[src/ebaju_pkg.sv]
// constants, operation codes and carriers for the byte alu and jump unit
// assumes a single pclk domain and an apb master on the register side
package ebaju_pkg;

    // ------------------------------------------------------------
    // register byte offsets
    // ------------------------------------------------------------
    localparam logic [7:0] ADDR_CTRL = 8'h00;
    localparam logic [7:0] ADDR_OPA = 8'h04;
    localparam logic [7:0] ADDR_OPB = 8'h08;
    localparam logic [7:0] ADDR_SREG = 8'h0c;
    localparam logic [7:0] ADDR_PC = 8'h10;
    localparam logic [7:0] ADDR_RES = 8'h14;
    localparam logic [7:0] ADDR_STAT = 8'h18;

    // ------------------------------------------------------------
    // field positions
    // ------------------------------------------------------------
    localparam int CTRL_START_BIT = 8;
    localparam int STAT_BUSY_BIT = 0;
    localparam int STAT_DONE_BIT = 1;
    localparam int FLG_C = 0;
    localparam int FLG_Z = 1;
    localparam int FLG_N = 2;
    localparam int FLG_V = 3;
    localparam int FLG_S = 4;
    localparam int FLG_H = 5;

    // ------------------------------------------------------------
    // reset values and cycle counts
    // ------------------------------------------------------------
    localparam logic [15:0] RST_PC = 16'h0000;
    localparam logic [7:0] RST_SREG = 8'h00;
    localparam logic [15:0] RST_WORD = 16'h0000;
    localparam logic [1:0] CYC_ONE = 2'h1;
    localparam logic [1:0] CYC_TWO = 2'h2;
    localparam logic [1:0] CYC_THREE = 2'h3;

    // ------------------------------------------------------------
    // operations
    // ------------------------------------------------------------
    typedef enum logic [4:0] {
        op_add,
        op_add_carry,
        op_pair_plus_immediate,
        op_sub,
        op_difference_immediate,
        op_difference_with_borrow,
        op_difference_borrow_immediate,
        op_pair_minus_immediate,
        op_and,
        op_bitwise_conjunction_immediate,
        op_or,
        op_bitwise_union_immediate,
        op_bitwise_exclusive_union,
        op_mask_bits_high,
        op_mask_bits_low,
        op_zero_minus_check,
        op_zero_the_reg,
        op_all_ones_load,
        op_inc,
        op_minus_one,
        op_unsigned_product,
        op_signed_product,
        op_mixed_sign_product,
        op_fraction_product_unsigned,
        op_fraction_product_signed,
        op_fraction_product_mixed,
        op_pointer_branch,
        op_pointer_subroutine_entry,
        op_offset_branch,
        op_offset_subroutine_entry,
        op_absolute_branch
    } ebaju_op_e;

    typedef enum {
        st_idle,
        st_exec
    } ebaju_state_e;

    typedef struct packed {
        logic [7:0] res;
        logic c;
        logic h;
        logic v;
    } ebaju_arith_s;

    typedef struct packed {
        logic [15:0] prod;
        logic c;
    } ebaju_mul_s;

endpackage

[src/ebaju_addsub8.sv]
// byte adder and subtractor with carry, half-carry and overflow
// assumes purely combinational use inside the execution unit
`timescale 1ns/1ps
module ebaju_addsub8 (
    // operands
    input wire logic [7:0] a,
    input wire logic [7:0] b,
    input wire logic cin,
    input wire logic sub,
    // result
    output ebaju_pkg::ebaju_arith_s out
);
    wire [8:0] full = sub ? ({1'b0, a} - {1'b0, b} - {8'h00, cin})
                          : ({1'b0, a} + {1'b0, b} + {8'h00, cin});
    wire [4:0] nib = sub ? ({1'b0, a[3:0]} - {1'b0, b[3:0]} - {4'h0, cin})
                         : ({1'b0, a[3:0]} + {1'b0, b[3:0]} + {4'h0, cin});
    // overflow: sign of result disagrees with what the operand signs allow
    wire same_sign = sub ? (a[7] != b[7]) : (a[7] == b[7]);

    assign out.res = full[7:0];
    assign out.c = full[8];
    assign out.h = nib[4];
    assign out.v = same_sign && (full[7] != a[7]);
endmodule // ebaju_addsub8

[src/ebaju_mul8.sv]
// byte multiplier, each operand signed or unsigned, optional fraction shift
// assumes purely combinational use inside the execution unit
`timescale 1ns/1ps
module ebaju_mul8 (
    // operands
    input wire logic [7:0] a,
    input wire logic [7:0] b,
    input wire logic a_signed,
    input wire logic b_signed,
    input wire logic frac,
    // result
    output ebaju_pkg::ebaju_mul_s out
);
    wire signed [8:0] sa = {a_signed & a[7], a};
    wire signed [8:0] sb = {b_signed & b[7], b};
    wire signed [17:0] p = sa * sb;
    // carry is bit 15 of the product before the fraction shift drops it
    assign out.c = p[15];
    assign out.prod = frac ? {p[14:0], 1'b0} : p[15:0];
endmodule // ebaju_mul8

[src/ebaju_core.sv]
// byte alu and jump unit with an apb register front end
// assumes the apb master keeps the request stable until pready
//
// Overview of operation
// RQ1: add and add-with-carry write sum, update Z C N V H, one clock.
// RQ2: pair plus immediate writes 16-bit sum, updates Z C N V S, two clocks.
// RQ3: subtract register or constant, updates Z C N V H, one clock.
// RQ4: subtract register with borrow, updates Z C N V H, one clock.
// RQ5: subtract constant with borrow, updates Z C N V H, one clock.
// RQ6: pair minus immediate writes 16-bit difference, updates Z C N V S, two clocks.
// RQ7: and with register or constant updates only Z N V, one clock.
// RQ8: or and exclusive or update only Z N V, one clock.
// RQ9: mask high ors constant, mask low ands inverted constant, Z N V, one clock.
// RQ10: zero-minus check keeps value, sets Z N V, one clock.
// RQ11: integer products write 16-bit result pair, update Z C, two clocks.
// RQ12: fraction products shift product left once, update Z C, two clocks.
// RQ13: pointer branch loads pc from pointer pair, no flags, two clocks.
// RQ14: pointer subroutine entry loads pc from pointer, no flags, three clocks.
// RQ15: offset branch and entry add offset plus one; absolute loads it.
// RQ16: inc and dec update Z N V; all ones load touches no flag.
`timescale 1ns/1ps
module ebaju_core #(
    parameter int ADDR_W = 8
) (
    // clock and reset
    input wire logic pclk,
    input wire logic presetn,
    // apb slave
    input wire logic psel,
    input wire logic penable,
    input wire logic pwrite,
    input wire logic [ADDR_W-1:0] paddr,
    input wire logic [31:0] pwdata,
    output logic [31:0] prdata,
    output logic pready,
    output logic pslverr,
    // architectural state seen by the core
    output logic [15:0] pc_o,
    output logic [7:0] sreg_o
);

    // ------------------------------------------------------------
    // state
    // ------------------------------------------------------------
    ebaju_pkg::ebaju_state_e state_q;
    ebaju_pkg::ebaju_op_e op_q;
    logic [15:0] opa_q;
    logic [15:0] opb_q;
    logic [7:0] sreg_q;
    logic [15:0] pc_q;
    logic [15:0] res_q;
    logic [1:0] cnt_q;
    logic done_q;
    logic pready_q;
    logic pslverr_q;
    logic [31:0] prdata_q;
    logic [15:0] res_d;
    logic [7:0] sreg_d;
    logic [15:0] pc_d;

    // ------------------------------------------------------------
    // apb decode
    // ------------------------------------------------------------
    wire [7:0] addr = paddr[7:0];
    wire busy = (state_q == ebaju_pkg::st_exec);
    wire apb_acc = psel && penable;
    wire apb_wr = apb_acc && pwrite && pready_q;
    // operand and state writes are dropped while busy so a run stays coherent
    wire wr_idle = apb_wr && !busy;
    wire sel_ctrl = (addr == ebaju_pkg::ADDR_CTRL);
    wire sel_opa = (addr == ebaju_pkg::ADDR_OPA);
    wire sel_opb = (addr == ebaju_pkg::ADDR_OPB);
    wire sel_sreg = (addr == ebaju_pkg::ADDR_SREG);
    wire sel_pc = (addr == ebaju_pkg::ADDR_PC);
    wire sel_res = (addr == ebaju_pkg::ADDR_RES);
    wire sel_stat = (addr == ebaju_pkg::ADDR_STAT);
    wire hit = sel_ctrl || sel_opa || sel_opb || sel_sreg || sel_pc || sel_res || sel_stat;
    wire start = wr_idle && sel_ctrl && pwdata[ebaju_pkg::CTRL_START_BIT];
    wire [4:0] wop = pwdata[4:0];
    wire fin = busy && (cnt_q == ebaju_pkg::CYC_ONE);

    wire [31:0] rd_mux =
        sel_ctrl ? {27'h0000000, op_q} :
        sel_opa ? {16'h0000, opa_q} :
        sel_opb ? {16'h0000, opb_q} :
        sel_sreg ? {24'h000000, sreg_q} :
        sel_pc ? {16'h0000, pc_q} :
        sel_res ? {16'h0000, res_q} :
        sel_stat ? {30'h00000000, done_q, busy} : 32'h00000000;

    // ------------------------------------------------------------
    // cycle counts per operation
    // ------------------------------------------------------------
    function automatic logic [1:0] cycles_of(input logic [4:0] op);
        case (ebaju_pkg::ebaju_op_e'(op))
            ebaju_pkg::op_pair_plus_immediate, ebaju_pkg::op_pair_minus_immediate,
            ebaju_pkg::op_unsigned_product, ebaju_pkg::op_signed_product,
            ebaju_pkg::op_mixed_sign_product, ebaju_pkg::op_fraction_product_unsigned,
            ebaju_pkg::op_fraction_product_signed, ebaju_pkg::op_fraction_product_mixed,
            ebaju_pkg::op_pointer_branch, ebaju_pkg::op_offset_branch:
                cycles_of = ebaju_pkg::CYC_TWO; // RQ2 RQ6 RQ11 RQ12 RQ13 RQ15
            ebaju_pkg::op_pointer_subroutine_entry, ebaju_pkg::op_offset_subroutine_entry,
            ebaju_pkg::op_absolute_branch:
                cycles_of = ebaju_pkg::CYC_THREE; // RQ14 RQ15
            default:
                cycles_of = ebaju_pkg::CYC_ONE;
        endcase
    endfunction

    // ------------------------------------------------------------
    // operand selection
    // ------------------------------------------------------------
    wire is_sub = (op_q == ebaju_pkg::op_sub) || (op_q == ebaju_pkg::op_difference_immediate)
        || (op_q == ebaju_pkg::op_difference_with_borrow)
        || (op_q == ebaju_pkg::op_difference_borrow_immediate);
    wire use_c = (op_q == ebaju_pkg::op_add_carry)
        || (op_q == ebaju_pkg::op_difference_with_borrow)
        || (op_q == ebaju_pkg::op_difference_borrow_immediate);
    wire [7:0] a8 = opa_q[7:0];
    wire [7:0] b8 = opb_q[7:0];
    ebaju_pkg::ebaju_arith_s ar;
    ebaju_pkg::ebaju_mul_s mu;

    ebaju_addsub8 u_addsub (
        .a(a8),
        .b(b8),
        .cin(use_c && sreg_q[ebaju_pkg::FLG_C]), // RQ1 RQ4 RQ5
        .sub(is_sub), // RQ3
        .out(ar)
    );

    wire mul_as = (op_q == ebaju_pkg::op_signed_product)
        || (op_q == ebaju_pkg::op_mixed_sign_product)
        || (op_q == ebaju_pkg::op_fraction_product_signed)
        || (op_q == ebaju_pkg::op_fraction_product_mixed);
    wire mul_bs = (op_q == ebaju_pkg::op_signed_product)
        || (op_q == ebaju_pkg::op_fraction_product_signed);
    wire mul_fr = (op_q == ebaju_pkg::op_fraction_product_unsigned)
        || (op_q == ebaju_pkg::op_fraction_product_signed)
        || (op_q == ebaju_pkg::op_fraction_product_mixed);

    ebaju_mul8 u_mul (
        .a(a8),
        .b(b8),
        .a_signed(mul_as),
        .b_signed(mul_bs),
        .frac(mul_fr), // RQ12
        .out(mu)
    );

    // pair arithmetic on the high:low register pair held in opa
    wire pair_sub = (op_q == ebaju_pkg::op_pair_minus_immediate);
    wire [16:0] pair_full = pair_sub ? ({1'b0, opa_q} - {9'h000, b8})
                                     : ({1'b0, opa_q} + {9'h000, b8});
    wire [15:0] pair_r = pair_full[15:0];
    wire pair_v = pair_sub ? (opa_q[15] && !pair_r[15]) : (!opa_q[15] && pair_r[15]);

    // logic group result and its overflow flag
    wire [7:0] lg =
        (op_q == ebaju_pkg::op_and) ? (a8 & b8) :
        (op_q == ebaju_pkg::op_bitwise_conjunction_immediate) ? (a8 & b8) :
        (op_q == ebaju_pkg::op_or) ? (a8 | b8) :
        (op_q == ebaju_pkg::op_bitwise_union_immediate) ? (a8 | b8) :
        (op_q == ebaju_pkg::op_bitwise_exclusive_union) ? (a8 ^ b8) :
        (op_q == ebaju_pkg::op_mask_bits_high) ? (a8 | b8) :
        (op_q == ebaju_pkg::op_mask_bits_low) ? (a8 & ~b8) :
        (op_q == ebaju_pkg::op_zero_minus_check) ? (a8 & a8) :
        (op_q == ebaju_pkg::op_inc) ? (a8 + 8'h01) :
        (op_q == ebaju_pkg::op_minus_one) ? (a8 - 8'h01) : 8'h00;
    wire lg_v = ((op_q == ebaju_pkg::op_inc) && (lg == 8'h80))
        || ((op_q == ebaju_pkg::op_minus_one) && (lg == 8'h7f));

    // ------------------------------------------------------------
    // result, flag and pc update at the last execution cycle
    // ------------------------------------------------------------
    always_comb
    begin
        res_d = res_q;
        sreg_d = sreg_q;
        pc_d = pc_q;
        case (op_q)
            ebaju_pkg::op_add, ebaju_pkg::op_add_carry, ebaju_pkg::op_sub,
            ebaju_pkg::op_difference_immediate, ebaju_pkg::op_difference_with_borrow,
            ebaju_pkg::op_difference_borrow_immediate:
            begin
                res_d = {8'h00, ar.res}; // RQ1 RQ3 RQ4 RQ5
                sreg_d[ebaju_pkg::FLG_Z] = (ar.res == 8'h00);
                sreg_d[ebaju_pkg::FLG_C] = ar.c;
                sreg_d[ebaju_pkg::FLG_N] = ar.res[7];
                sreg_d[ebaju_pkg::FLG_V] = ar.v;
                sreg_d[ebaju_pkg::FLG_H] = ar.h;
            end
            ebaju_pkg::op_pair_plus_immediate, ebaju_pkg::op_pair_minus_immediate:
            begin
                res_d = pair_r; // RQ2 RQ6
                sreg_d[ebaju_pkg::FLG_Z] = (pair_r == 16'h0000);
                sreg_d[ebaju_pkg::FLG_C] = pair_full[16];
                sreg_d[ebaju_pkg::FLG_N] = pair_r[15];
                sreg_d[ebaju_pkg::FLG_V] = pair_v;
                sreg_d[ebaju_pkg::FLG_S] = pair_r[15] ^ pair_v;
            end
            ebaju_pkg::op_and, ebaju_pkg::op_bitwise_conjunction_immediate, ebaju_pkg::op_or,
            ebaju_pkg::op_bitwise_union_immediate, ebaju_pkg::op_bitwise_exclusive_union,
            ebaju_pkg::op_mask_bits_high, ebaju_pkg::op_mask_bits_low,
            ebaju_pkg::op_zero_minus_check, ebaju_pkg::op_inc, ebaju_pkg::op_minus_one:
            begin
                res_d = {8'h00, lg}; // RQ7 RQ8 RQ9 RQ10 RQ16
                sreg_d[ebaju_pkg::FLG_Z] = (lg == 8'h00);
                sreg_d[ebaju_pkg::FLG_N] = lg[7];
                sreg_d[ebaju_pkg::FLG_V] = lg_v;
            end
            ebaju_pkg::op_zero_the_reg:
            begin
                res_d = ebaju_pkg::RST_WORD;
                sreg_d[ebaju_pkg::FLG_Z] = 1'b1;
                sreg_d[ebaju_pkg::FLG_N] = 1'b0;
                sreg_d[ebaju_pkg::FLG_V] = 1'b0;
            end
            ebaju_pkg::op_all_ones_load:
                res_d = {8'h00, 8'hff}; // RQ16
            ebaju_pkg::op_unsigned_product, ebaju_pkg::op_signed_product,
            ebaju_pkg::op_mixed_sign_product, ebaju_pkg::op_fraction_product_unsigned,
            ebaju_pkg::op_fraction_product_signed, ebaju_pkg::op_fraction_product_mixed:
            begin
                res_d = mu.prod; // RQ11 RQ12
                sreg_d[ebaju_pkg::FLG_Z] = (mu.prod == 16'h0000);
                sreg_d[ebaju_pkg::FLG_C] = mu.c;
            end
            ebaju_pkg::op_pointer_branch, ebaju_pkg::op_pointer_subroutine_entry:
                pc_d = opa_q; // RQ13 RQ14
            ebaju_pkg::op_offset_branch, ebaju_pkg::op_offset_subroutine_entry:
                pc_d = pc_q + opb_q + 16'h0001; // RQ15
            ebaju_pkg::op_absolute_branch:
                pc_d = opb_q; // RQ15
            default:
                res_d = res_q;
        endcase
    end

    // ------------------------------------------------------------
    // sequencing
    // ------------------------------------------------------------
    always_ff @(posedge pclk or negedge presetn)
    begin
        if (!presetn)
        begin
            state_q <= ebaju_pkg::st_idle;
            op_q <= ebaju_pkg::op_add;
            cnt_q <= ebaju_pkg::CYC_ONE;
            done_q <= 1'b0;
        end
        else
        begin
            case (state_q)
                ebaju_pkg::st_idle:
                    if (start)
                    begin
                        state_q <= ebaju_pkg::st_exec;
                        op_q <= ebaju_pkg::ebaju_op_e'(wop);
                        cnt_q <= cycles_of(wop);
                        done_q <= 1'b0;
                    end
                ebaju_pkg::st_exec:
                    if (fin)
                    begin
                        state_q <= ebaju_pkg::st_idle;
                        done_q <= 1'b1;
                    end
                    else
                        cnt_q <= cnt_q - 2'h1;
                default:
                    state_q <= ebaju_pkg::st_idle;
            endcase
        end
    end

    // ------------------------------------------------------------
    // architectural registers
    // ------------------------------------------------------------
    always_ff @(posedge pclk or negedge presetn)
    begin
        if (!presetn)
        begin
            opa_q <= ebaju_pkg::RST_WORD;
            opb_q <= ebaju_pkg::RST_WORD;
            res_q <= ebaju_pkg::RST_WORD;
            sreg_q <= ebaju_pkg::RST_SREG;
            pc_q <= ebaju_pkg::RST_PC;
        end
        else if (fin)
        begin
            res_q <= res_d;
            sreg_q <= sreg_d;
            pc_q <= pc_d;
        end
        else if (wr_idle)
        begin
            if (sel_opa)
                opa_q <= pwdata[15:0];
            if (sel_opb)
                opb_q <= pwdata[15:0];
            if (sel_sreg)
                sreg_q <= pwdata[7:0];
            if (sel_pc)
                pc_q <= pwdata[15:0];
        end
    end

    // ------------------------------------------------------------
    // apb answer, one wait state so read data comes from a flop
    // ------------------------------------------------------------
    always_ff @(posedge pclk or negedge presetn)
    begin
        if (!presetn)
        begin
            pready_q <= 1'b0;
            pslverr_q <= 1'b0;
            prdata_q <= 32'h00000000;
        end
        else
        begin
            pready_q <= apb_acc && !pready_q;
            pslverr_q <= apb_acc && !pready_q && !hit;
            prdata_q <= (apb_acc && !pready_q && !pwrite) ? rd_mux : 32'h00000000;
        end
    end

    assign prdata = prdata_q;
    assign pready = pready_q;
    assign pslverr = pslverr_q;
    assign pc_o = pc_q;
    assign sreg_o = sreg_q;

    wire fin_is_add = fin && (op_q == ebaju_pkg::op_add_carry);
endmodule // ebaju_core

[config.mk]
export PLATFORM = sky130hd
export DESIGN_NAME = ebaju_core
export DESIGN_NICKNAME = d
export VERILOG_FILES = /design/src/ebaju_pkg.sv /design/src/ebaju_addsub8.sv /design/src/ebaju_mul8.sv /design/src/ebaju_core.sv
export SDC_FILE = /design/constraint.sdc
export NUM_CORES = 1
export LEC_CHECK = 0
export BUFFER_PORTS_ARGS = -buffer_cell sky130_fd_sc_hd__buf_2
export CORE_ASPECT_RATIO = 0.75
export CORE_MARGIN = 3
export CORE_UTILIZATION = 60
export CTS_CLUSTER_SIZE = 25
export DETAILED_ROUTE_END_ITERATION = 6
export GPL_TIMING_DRIVEN = 0
export PLACE_DENSITY_LB_ADDON = 0.08
export SKIP_LAST_GASP = 1
export SYNTH_ARGS = -nofsm -noshare
export SYNTH_HDL_FRONTEND = slang
export SYNTH_HIERARCHICAL = 1
export SYNTH_SLANG_ARGS = --single-unit
[constraint.sdc]
create_clock -name pclk -period 21 [get_ports pclk]
set_input_delay 1.05 -clock pclk [delete_from_list [all_inputs] [get_ports pclk]]
set_output_delay 1.05 -clock pclk [all_outputs]
set_load 0.03 [all_outputs]
# Word level (Yosys, flattened, before mapping)
# Memory sizes are Yosys's and may differ from the RTL's.
# Cells that the tools add are included.
# totals
reg_bits	130
output_inout_bits	58
romBits	64
n_memories	1
inputBits	45
# memory_table
memory	words	word_bits	read_ports	rd_clocked_by_memory_dff	write_ports	line_no	rtl
(name not given)	32	2	1	0	0	ebaju_core.sv:95	case (ebaju_pkg::ebaju_op_e'(op))
# classes
mul	1
addsub	15
n_bitwise	10
n_eq_ne	53
mux	46
reduce_logical	72
# ops
op	count
2-to-1 mux 16 bit	11
case mux 16 bit (6 select lines)	1
2-to-1 mux 8 bit	10
== test 5 bit (second input constant)	15
2-to-1 mux 32 bit	2
case mux 32 bit (2 select lines)	1
case mux 16 bit (3 select lines)	1
== test 5 x 4 -> 1 bit (second input constant)	8
AND reduction 3 bit	11
== test 32 x 1 -> 1 bit (second input constant)	1
== test 32 x 2 -> 1 bit (second input constant)	1
logical NOT 16 bit	2
logical NOT 32 bit	1
bitwise AND 8 bit	3
== test 8 x 5 -> 1 bit (second input constant)	3
logical NOT 8 bit	3
== test 5 x 3 -> 1 bit (second input constant)	4
logical OR 1 bit	18
2-to-1 mux 6 bit	3
adder 16 x 8 -> 17 bit	1
2-to-1 mux 17 bit	1
subtractor 16 x 8 -> 17 bit	1
adder 16 x 1 -> 16 bit (second input constant)	1
adder 16 bit	1
50 further kinds	93

# Longest topological paths before layout
# Gate-level depths: netlist of run 1.
# logic_depth
ltp_word	16
depth_mapped	31
depth_no_buf	29

# By module
# The synthesis of run 1 kept the hierarchy.
# by_module_without_submodules
module	area_each_um2	cells_each	instances
ebaju_core	8328.0	988	1
ebaju_mul8	2905.3	329	1
ebaju_addsub8	973.4	129	1

# Worst setup path before layout of run 1
# No wires, ideal clock.
# synth_timing
path_kind	reg-to-reg
startpoint	register op_q[0]
endpoint	register sreg_q[1] (netlist: sreg_o[1])
setup_slack_ns	14.137
path_stages_with_launch	31
required_ns	20.905
path_buffers	3
arrival_time_ns	6.768
period_less_slack_ns	6.863
path_cell_list	dfrtp_1 clkbuf_1 clkbuf_1 buf_1 nor2b_1 o21ai_0 a21oi_1 and2_1 nand2_1 fa_1 inv_1 fa_1 fa_1 fa_1 inv_1 fa_1 inv_1 ha_1 a21oi_1 o22ai_1 o41ai_1 a21oi_1 xnor2_1 mux2i_1 nor4_1 nand4_1 a32o_1 a221o_1 nand3_1 o21ai_0 o31ai_1
# synth_rtl
item	line_no	rtl
start: declaration	ebaju_core.sv:46	ebaju_pkg::ebaju_op_e op_q;
start signal: assignment	ebaju_core.sv:248	op_q <= ebaju_pkg::op_add;
start signal: assignment	ebaju_core.sv:259	op_q <= ebaju_pkg::ebaju_op_e'(wop);
end signal: assignment	ebaju_core.sv:287	sreg_q <= ebaju_pkg::RST_SREG;
end signal: assignment	ebaju_core.sv:293	sreg_q <= sreg_d;
end signal: assignment	ebaju_core.sv:303	sreg_q <= pwdata[7:0];
end: declaration	ebaju_core.sv:49	logic [7:0] sreg_q;

==> out/results.ini, run 1 <==
[outcome]
status=complete, no violations

[floorplan]
die_h_microns=129.5
pin_count=103
fp.dieW_microns=170.7
fp-row-count=44
start_util=0.6211
dieArea_sq_mm=0.02211
core_area_sq_mm=0.01965

[placement]
place.gp.congestion=0.9927
place_inst=1783
portBuffers=67
dpl.hpwl_microns=31400
dpl-instance-area_sq_mm=0.01296
dp_slack_ns=12.39

[cts]
ctsHoldBuffers=0
insertion_delay_ns=0.36
clockBufferDepth=2
clockRootBuffer=clkbuf_16
cts_tree=built
clk_pin_slew_worst_paths_ns=0.07
htreeDepth=3
cts_setup_buffers=0
post_cts_resized=0
clock-sinks=99
cts-buffers-inserted=9

[flow_run]
max_cap_viol_count=0

[grt]
grt_antenna_before_repair=0
grt-ovfl-total=0
grt_pass1_vias=11052
grtUsageTotal=0.3717
grt_pass1_wl_microns=63510
grt_max_degree=52

[layout]
fin_util=0.6758
drive_gt1_frac=0.1197
fin_nets=1769
finalInstanceArea_sq_mm=0.01328
layout_common_cells=nand2_1 (142), inv_1 (136), ha_1 (114)
n_antenna_cell=0
fillers=1666
area_growth_syn_to_layout_pct=8.815
layout_commonest_cell=nand2_1
layout.cells.non_filler=1799

[detailed_routing]
first_pass_iters=7
drt-initial-drc-count=1725
routed_wirelength_microns=41080
drc=0
vias=11910
ant_nets=0
wl_per_cell_microns=22.83
drt-vias-per-instance=6.620

[critical_path]
crit_start=op_q[0]
setup.worst_path.start_class=flop
cp.arrival_ns=9.18
r2r_start=op_q[0]
critPathMaxStageDelay_ns=0.58
path_common_cell=fa_1
critPathKind=reg -> reg
crit_required_ns=21.26
critPathMaxFanout=10
cp-end-kind=flop
cp_slowest_cell=buf_1

[timing]
holdWs_ns=0.4934
hold_viol=0
setup-tns-final_ns=0
rsz0062_at_grt=no
fin_skew_ns=0.008944
fmaxAchievable_mhz=112.1
relSlewSlack=0.05962
fin_crit_ns=8.922
worstMarginPinSlew_ns=1.391
setup_ws_ns=12.08
setup_viol=0
post-route-period-util=0.4249
slew_violations=0

[hold_path]
hold_path_class=reg -> reg
min_from=res_q[3]

[yosys]
yosys_warnings=6
ys_seq_elements=99
syn-cell-area_sq_mm=0.01221
synth_ff_type=dfrtp_1
synth-edff-count=0
ys_seq_area_frac=0.2031
yosys.cell_types.count=88
synthCells=1446
syn_area_per_cell_sq_um=8.442
synthArstFlopShare=1.000

[power_and_ir_drop]
p_per_area_mw_per_mm2=32.45
peakVddDrop_v=0.00003415
p_leak_nw=6.264
p_total_mw=0.4310

logic make-up after synthesis:
family | Yosys count | share of synthesized area
compound gates | 392 | 0.2185
xor+xnor | 60 | 0.04305
fa+ha+maj | 184 | 0.2308
buf+inv | 222 | 0.07401
flops | 99 | 0.2031
mux | 57 | 0.05207
other cells | 1 | 0.0003072
simple gates | 431 | 0.1781
worst max-delay path: cells and delay by family, from the launching register on:
family | cells | cell delay [ns]
flops | 1 | 0.36
compound gates | 10 | 2.24
simple gates | 6 | 1.38
buf+inv | 6 | 1.68
xor+xnor | 1 | 0.24
fa+ha+maj | 6 | 2.73
mux | 1 | 0.18
registers in the layout, summed over array words and instances (netlist names):
register and count:
cnt_q 2, done_q 1, op_q 5, opa_q 16
opb_q 16, pc_o 16, prdata 16, pready 1
pslverr 1, res_q 16, sreg_o 8, state_q 1
report_power, final:
group	switching (mW)	leakage, nW	internal, mW
Sequential	0.00180	1.35	0.192
Clock	0.0771	0.157	0.106
Combinational	0.0346	4.76	0.0203
Total	0.114	6.26	0.317
routing by layer:
| metal | wire length (microns) | up-vias | track usage |
|---|---|---|---|
| met5 | 0 | - | 0 |
| met3 | 5274 | 119 | 0.09271 |
| met1 | 17620 | 5702 | 0.5577 |
| li1 | - | 5313 | - |
| met4 | 1178 | 0 | 0.09824 |
| met2 | 17010 | 776 | 0.5349 |
worst paths after layout:
| kind | endpoint | depth (start not counted) | slack (ns) |
|---|---|---|---|
| worst max-delay path | sreg_o[1] | 30 | 12.08 |
| worst min-delay path | res_q[3] | 2 | 0.49 |
| worst max register to register | sreg_o[1] | 30 | 12.08 |
| worst min register to register | res_q[3] | 2 | 0.49 |
| max in group asynchronous | prdata[14] | 2 | 19.60 |
| min in group asynchronous | prdata[1] | 1 | 0.71 |
cell type report:
class,count,area [sq um],area share
plain buffers,83,381.6,0.02873
clock buffers,9,225.2,0.01696
clock inverters,7,98.84,0.007442
inverters,139,521.8,0.03928
multi-input cells,1140,8887,0.6691
flip-flops and latches,99,2479,0.1866
well taps,253,316.6,0.02383
repair buffers,69,372.9,0.02807
Yosys cell counts, types with 17 or more instances:
library cell | n | area share
ha_1 | 114 | 0.12
mux2_2 | 41 | 0.038
nor2_1 | 79 | 0.024
and2_1 | 46 | 0.024
dfrtp_1 | 98 | 0.20
nand3_1 | 21 | 0.0086
inv_1 | 136 | 0.042
a22oi_1 | 24 | 0.015
nor4_1 | 21 | 0.011
nor3_1 | 24 | 0.0098
xor2_1 | 17 | 0.012
nor2b_1 | 19 | 0.0097
nand2_1 | 142 | 0.044
o21ai_0 | 102 | 0.042
a21oi_1 | 78 | 0.032
o211ai_1 | 19 | 0.012
fa_1 | 69 | 0.11
clkbuf_1 | 52 | 0.016
a221oi_1 | 18 | 0.013
xnor2_1 | 43 | 0.031
(Power assumes the default switching activity.)
==> run 2, diff against run 1 <==
--- a/config.mk
+++ b/config.mk
@@ -8,7 +8,7 @@
 export BUFFER_PORTS_ARGS = -buffer_cell sky130_fd_sc_hd__buf_2
 export CORE_ASPECT_RATIO = 0.75
 export CORE_MARGIN = 3
-export CORE_UTILIZATION = 60
+export CORE_UTILIZATION = 56
 export CTS_CLUSTER_SIZE = 25
 export DETAILED_ROUTE_END_ITERATION = 6
 export GPL_TIMING_DRIVEN = 0
==> constraint.sdc (replaced) <==
create_clock -name pclk -period 7.6 [get_ports pclk]
set_input_delay 0.38 -clock pclk [delete_from_list [all_inputs] [get_ports pclk]]
set_output_delay 0.38 -clock pclk [all_outputs]
set_load 0.03 [all_outputs]
==> run 2 against run 1 <==
  * The run now ends with hold timing left
  * Via count decreased by 0.76%
  * Global-route usage decreased by 3.1 points
  * Utilization decreased by 4.2 points
  * Clock skew about the same
  * Sequential share of layout area decreased by 0.25 points
  * Sequential cell count unchanged
  * Power increased to 2.8 times the previous value
  * Fmax increased by 21%
  * Die area increased by 6.8%
  * Sequential power increased to 2.8 times the previous value
  * First-iteration DRC count decreased by 15%
  * Register-to-register slack got worse by 12 ns
  * Critical endpoint unchanged
  * Largest power group unchanged
==> out/results.ini, run 2 (synthesis results as in run 1) <==
[cts]
cts-buffers-inserted=9
clockRootBuffer=clkbuf_16
cts_tree=built
insertion_delay_ns=0.35
clock-sinks=99
clockBufferDepth=2
htreeDepth=3
clk_pin_slew_worst_paths_ns=0.07

[hold_path]
hold_path_class=in -> async

[flow_run]
max_cap_viol_count=0

[critical_path]
cp_slowest_cell=fa_1
cp.arrival_ns=7.62
path_common_cell=fa_1
crit_start=op_q[2]
setup.worst_path.start_class=flop
crit_required_ns=7.86
cp-end-kind=flop
critPathKind=reg -> reg
r2r_start=op_q[2]
critPathMaxFanout=10
critPathMaxStageDelay_ns=0.50

[timing]
fmaxAchievable_mhz=135.8
fin_skew_ns=0.009108
fin_crit_ns=7.362
hold_viol=15
worstMarginPinSlew_ns=1.239
post-route-period-util=0.9687
relSlewSlack=0.1674
slew_violations=0
holdWs_ns=-0.009726
setup_viol=0

[placement]
place.gp.congestion=0.9916
dpl.hpwl_microns=30820
portBuffers=67
place_inst=1817

[grt]
grt_pass1_wl_microns=62740
grt-ovfl-total=0
grt_antenna_before_repair=0
grt_pass1_vias=10961
grtUsageTotal=0.3402
grt_max_degree=67

[floorplan]
pin_count=103
dieArea_sq_mm=0.02362
fp.dieW_microns=176.5
die_h_microns=133.9
fp-row-count=46
start_util=0.5732
core_area_sq_mm=0.02130

[layout]
n_antenna_cell=0
fin_nets=1776
fin_util=0.6340
layout_common_cells=nand2_1 (140), inv_1 (134), ha_1 (113)
layout.cells.non_filler=1840
area_growth_syn_to_layout_pct=10.61
layout_commonest_cell=nand2_1
drive_gt1_frac=0.1405

[detailed_routing]
first_pass_iters=6
routed_wirelength_microns=40660
ant_nets=0
wl_per_cell_microns=22.10
drt-vias-per-instance=6.424
drc=0
vias=11820
drt-initial-drc-count=1468

[power_and_ir_drop]
peakVddDrop_v=0.0001197
p_per_area_mw_per_mm2=88.22
p_leak_nw=6.301

[outcome]
status=finished, violations left
violations=hold timing

run 2: cell count changes in the layout (fill, tap and decap cells not counted), sizes merged:
cell | before | now
buf | 100 | 107
inv | 139 | 134
clkinvlp | 1 | 5
clkbuf | 61 | 63
clkinv | 4 | 2
run 2: power breakdown:
part	total (mW)	internal, mW	switching, mW
sequential	0.535	0.530	0.00492
clock	0.504	0.296	0.207
combinational	0.153	0.0568	0.0961
run 2: path summary, 6_finish.rpt:
| kind | cells after the start | endpoint | slack [ns] |
|---|---|---|---|
| worst max register to register | 31 | sreg_o[1] | 0.24 |
| min in group pclk | 2 | opb_q[12] | 0.29 |
| worst min-delay path | 1 | prdata[2] | -0.01 |
| max in group asynchronous | 2 | opa_q[7] | 6.91 |
| worst max-delay path | 31 | sreg_o[1] | 0.24 |
| worst min register to register | 2 | res_q[2] | 0.49 |
run 2: cell type report:
cell class              count  area [sq um]
multi-input cells        1140          8942
fillers                  1905          7794
flip-flops and latches     99          2486
inverters                 139         533.0
repair buffers             82         467.9
plain buffers              77         394.1
well taps                 288         360.3
clock buffers              11         242.7
clock inverters             4         75.07
run 2: repair_timing:
action                                  4_1_cts  5_1_grt
gates resized for setup                      16       26
setup buffers                                 3       10
endpoints found under the hold margin         0        0
pin swaps                                     2        6
endpoints found under the setup margin        1        1
hold buffers                                  0        0
run 2: per-layer routing:
layer / global-route usage / vias to the layer above / share of wire
met5: 0 / - / 0
met4: 0.09071 / 0 / 0.027
met3: 0.08319 / 91 / 0.12
met2: 0.4871 / 693 / 0.41
met1: 0.5135 / 5724 / 0.44
li1: - / 5312 / -
run 2: worst max-delay path, delay by kind of cell (launching register included):
kind	cells	cell delay (ns)
adders and majority gates	6	2.68
muxes	1	0.13
AOI/OAI and AO/OA	9	1.66
xor gates and xnor gates	1	0.25
DFF	1	0.40
and+or+nand+nor	7	1.42
buffers and inverters	7	0.73
run 2: per-stage QoR:
stage | total power, mW | hold WS [ns] | cell area, sq um | setup slack, ns | setup TNS [ns]
final | 1.191 | -0.009726 | 13500 | 0.2382 | 0
after global routing | 1.221 | 0.02044 | 13500 | -0.03340 | -0.03340
after CTS | 1.184 | 0.001541 | 13360 | 0.006431 | 0
after detailed placement | 0.6929 | 0.3679 | 13000 | -1.013 | -1.013
after global placement | 0.6891 | 0.4720 | 12960 | -0.9537 | -0.9537
after floorplan | 0.6417 | 0.08441 | 12260 | 0.7365 | 0
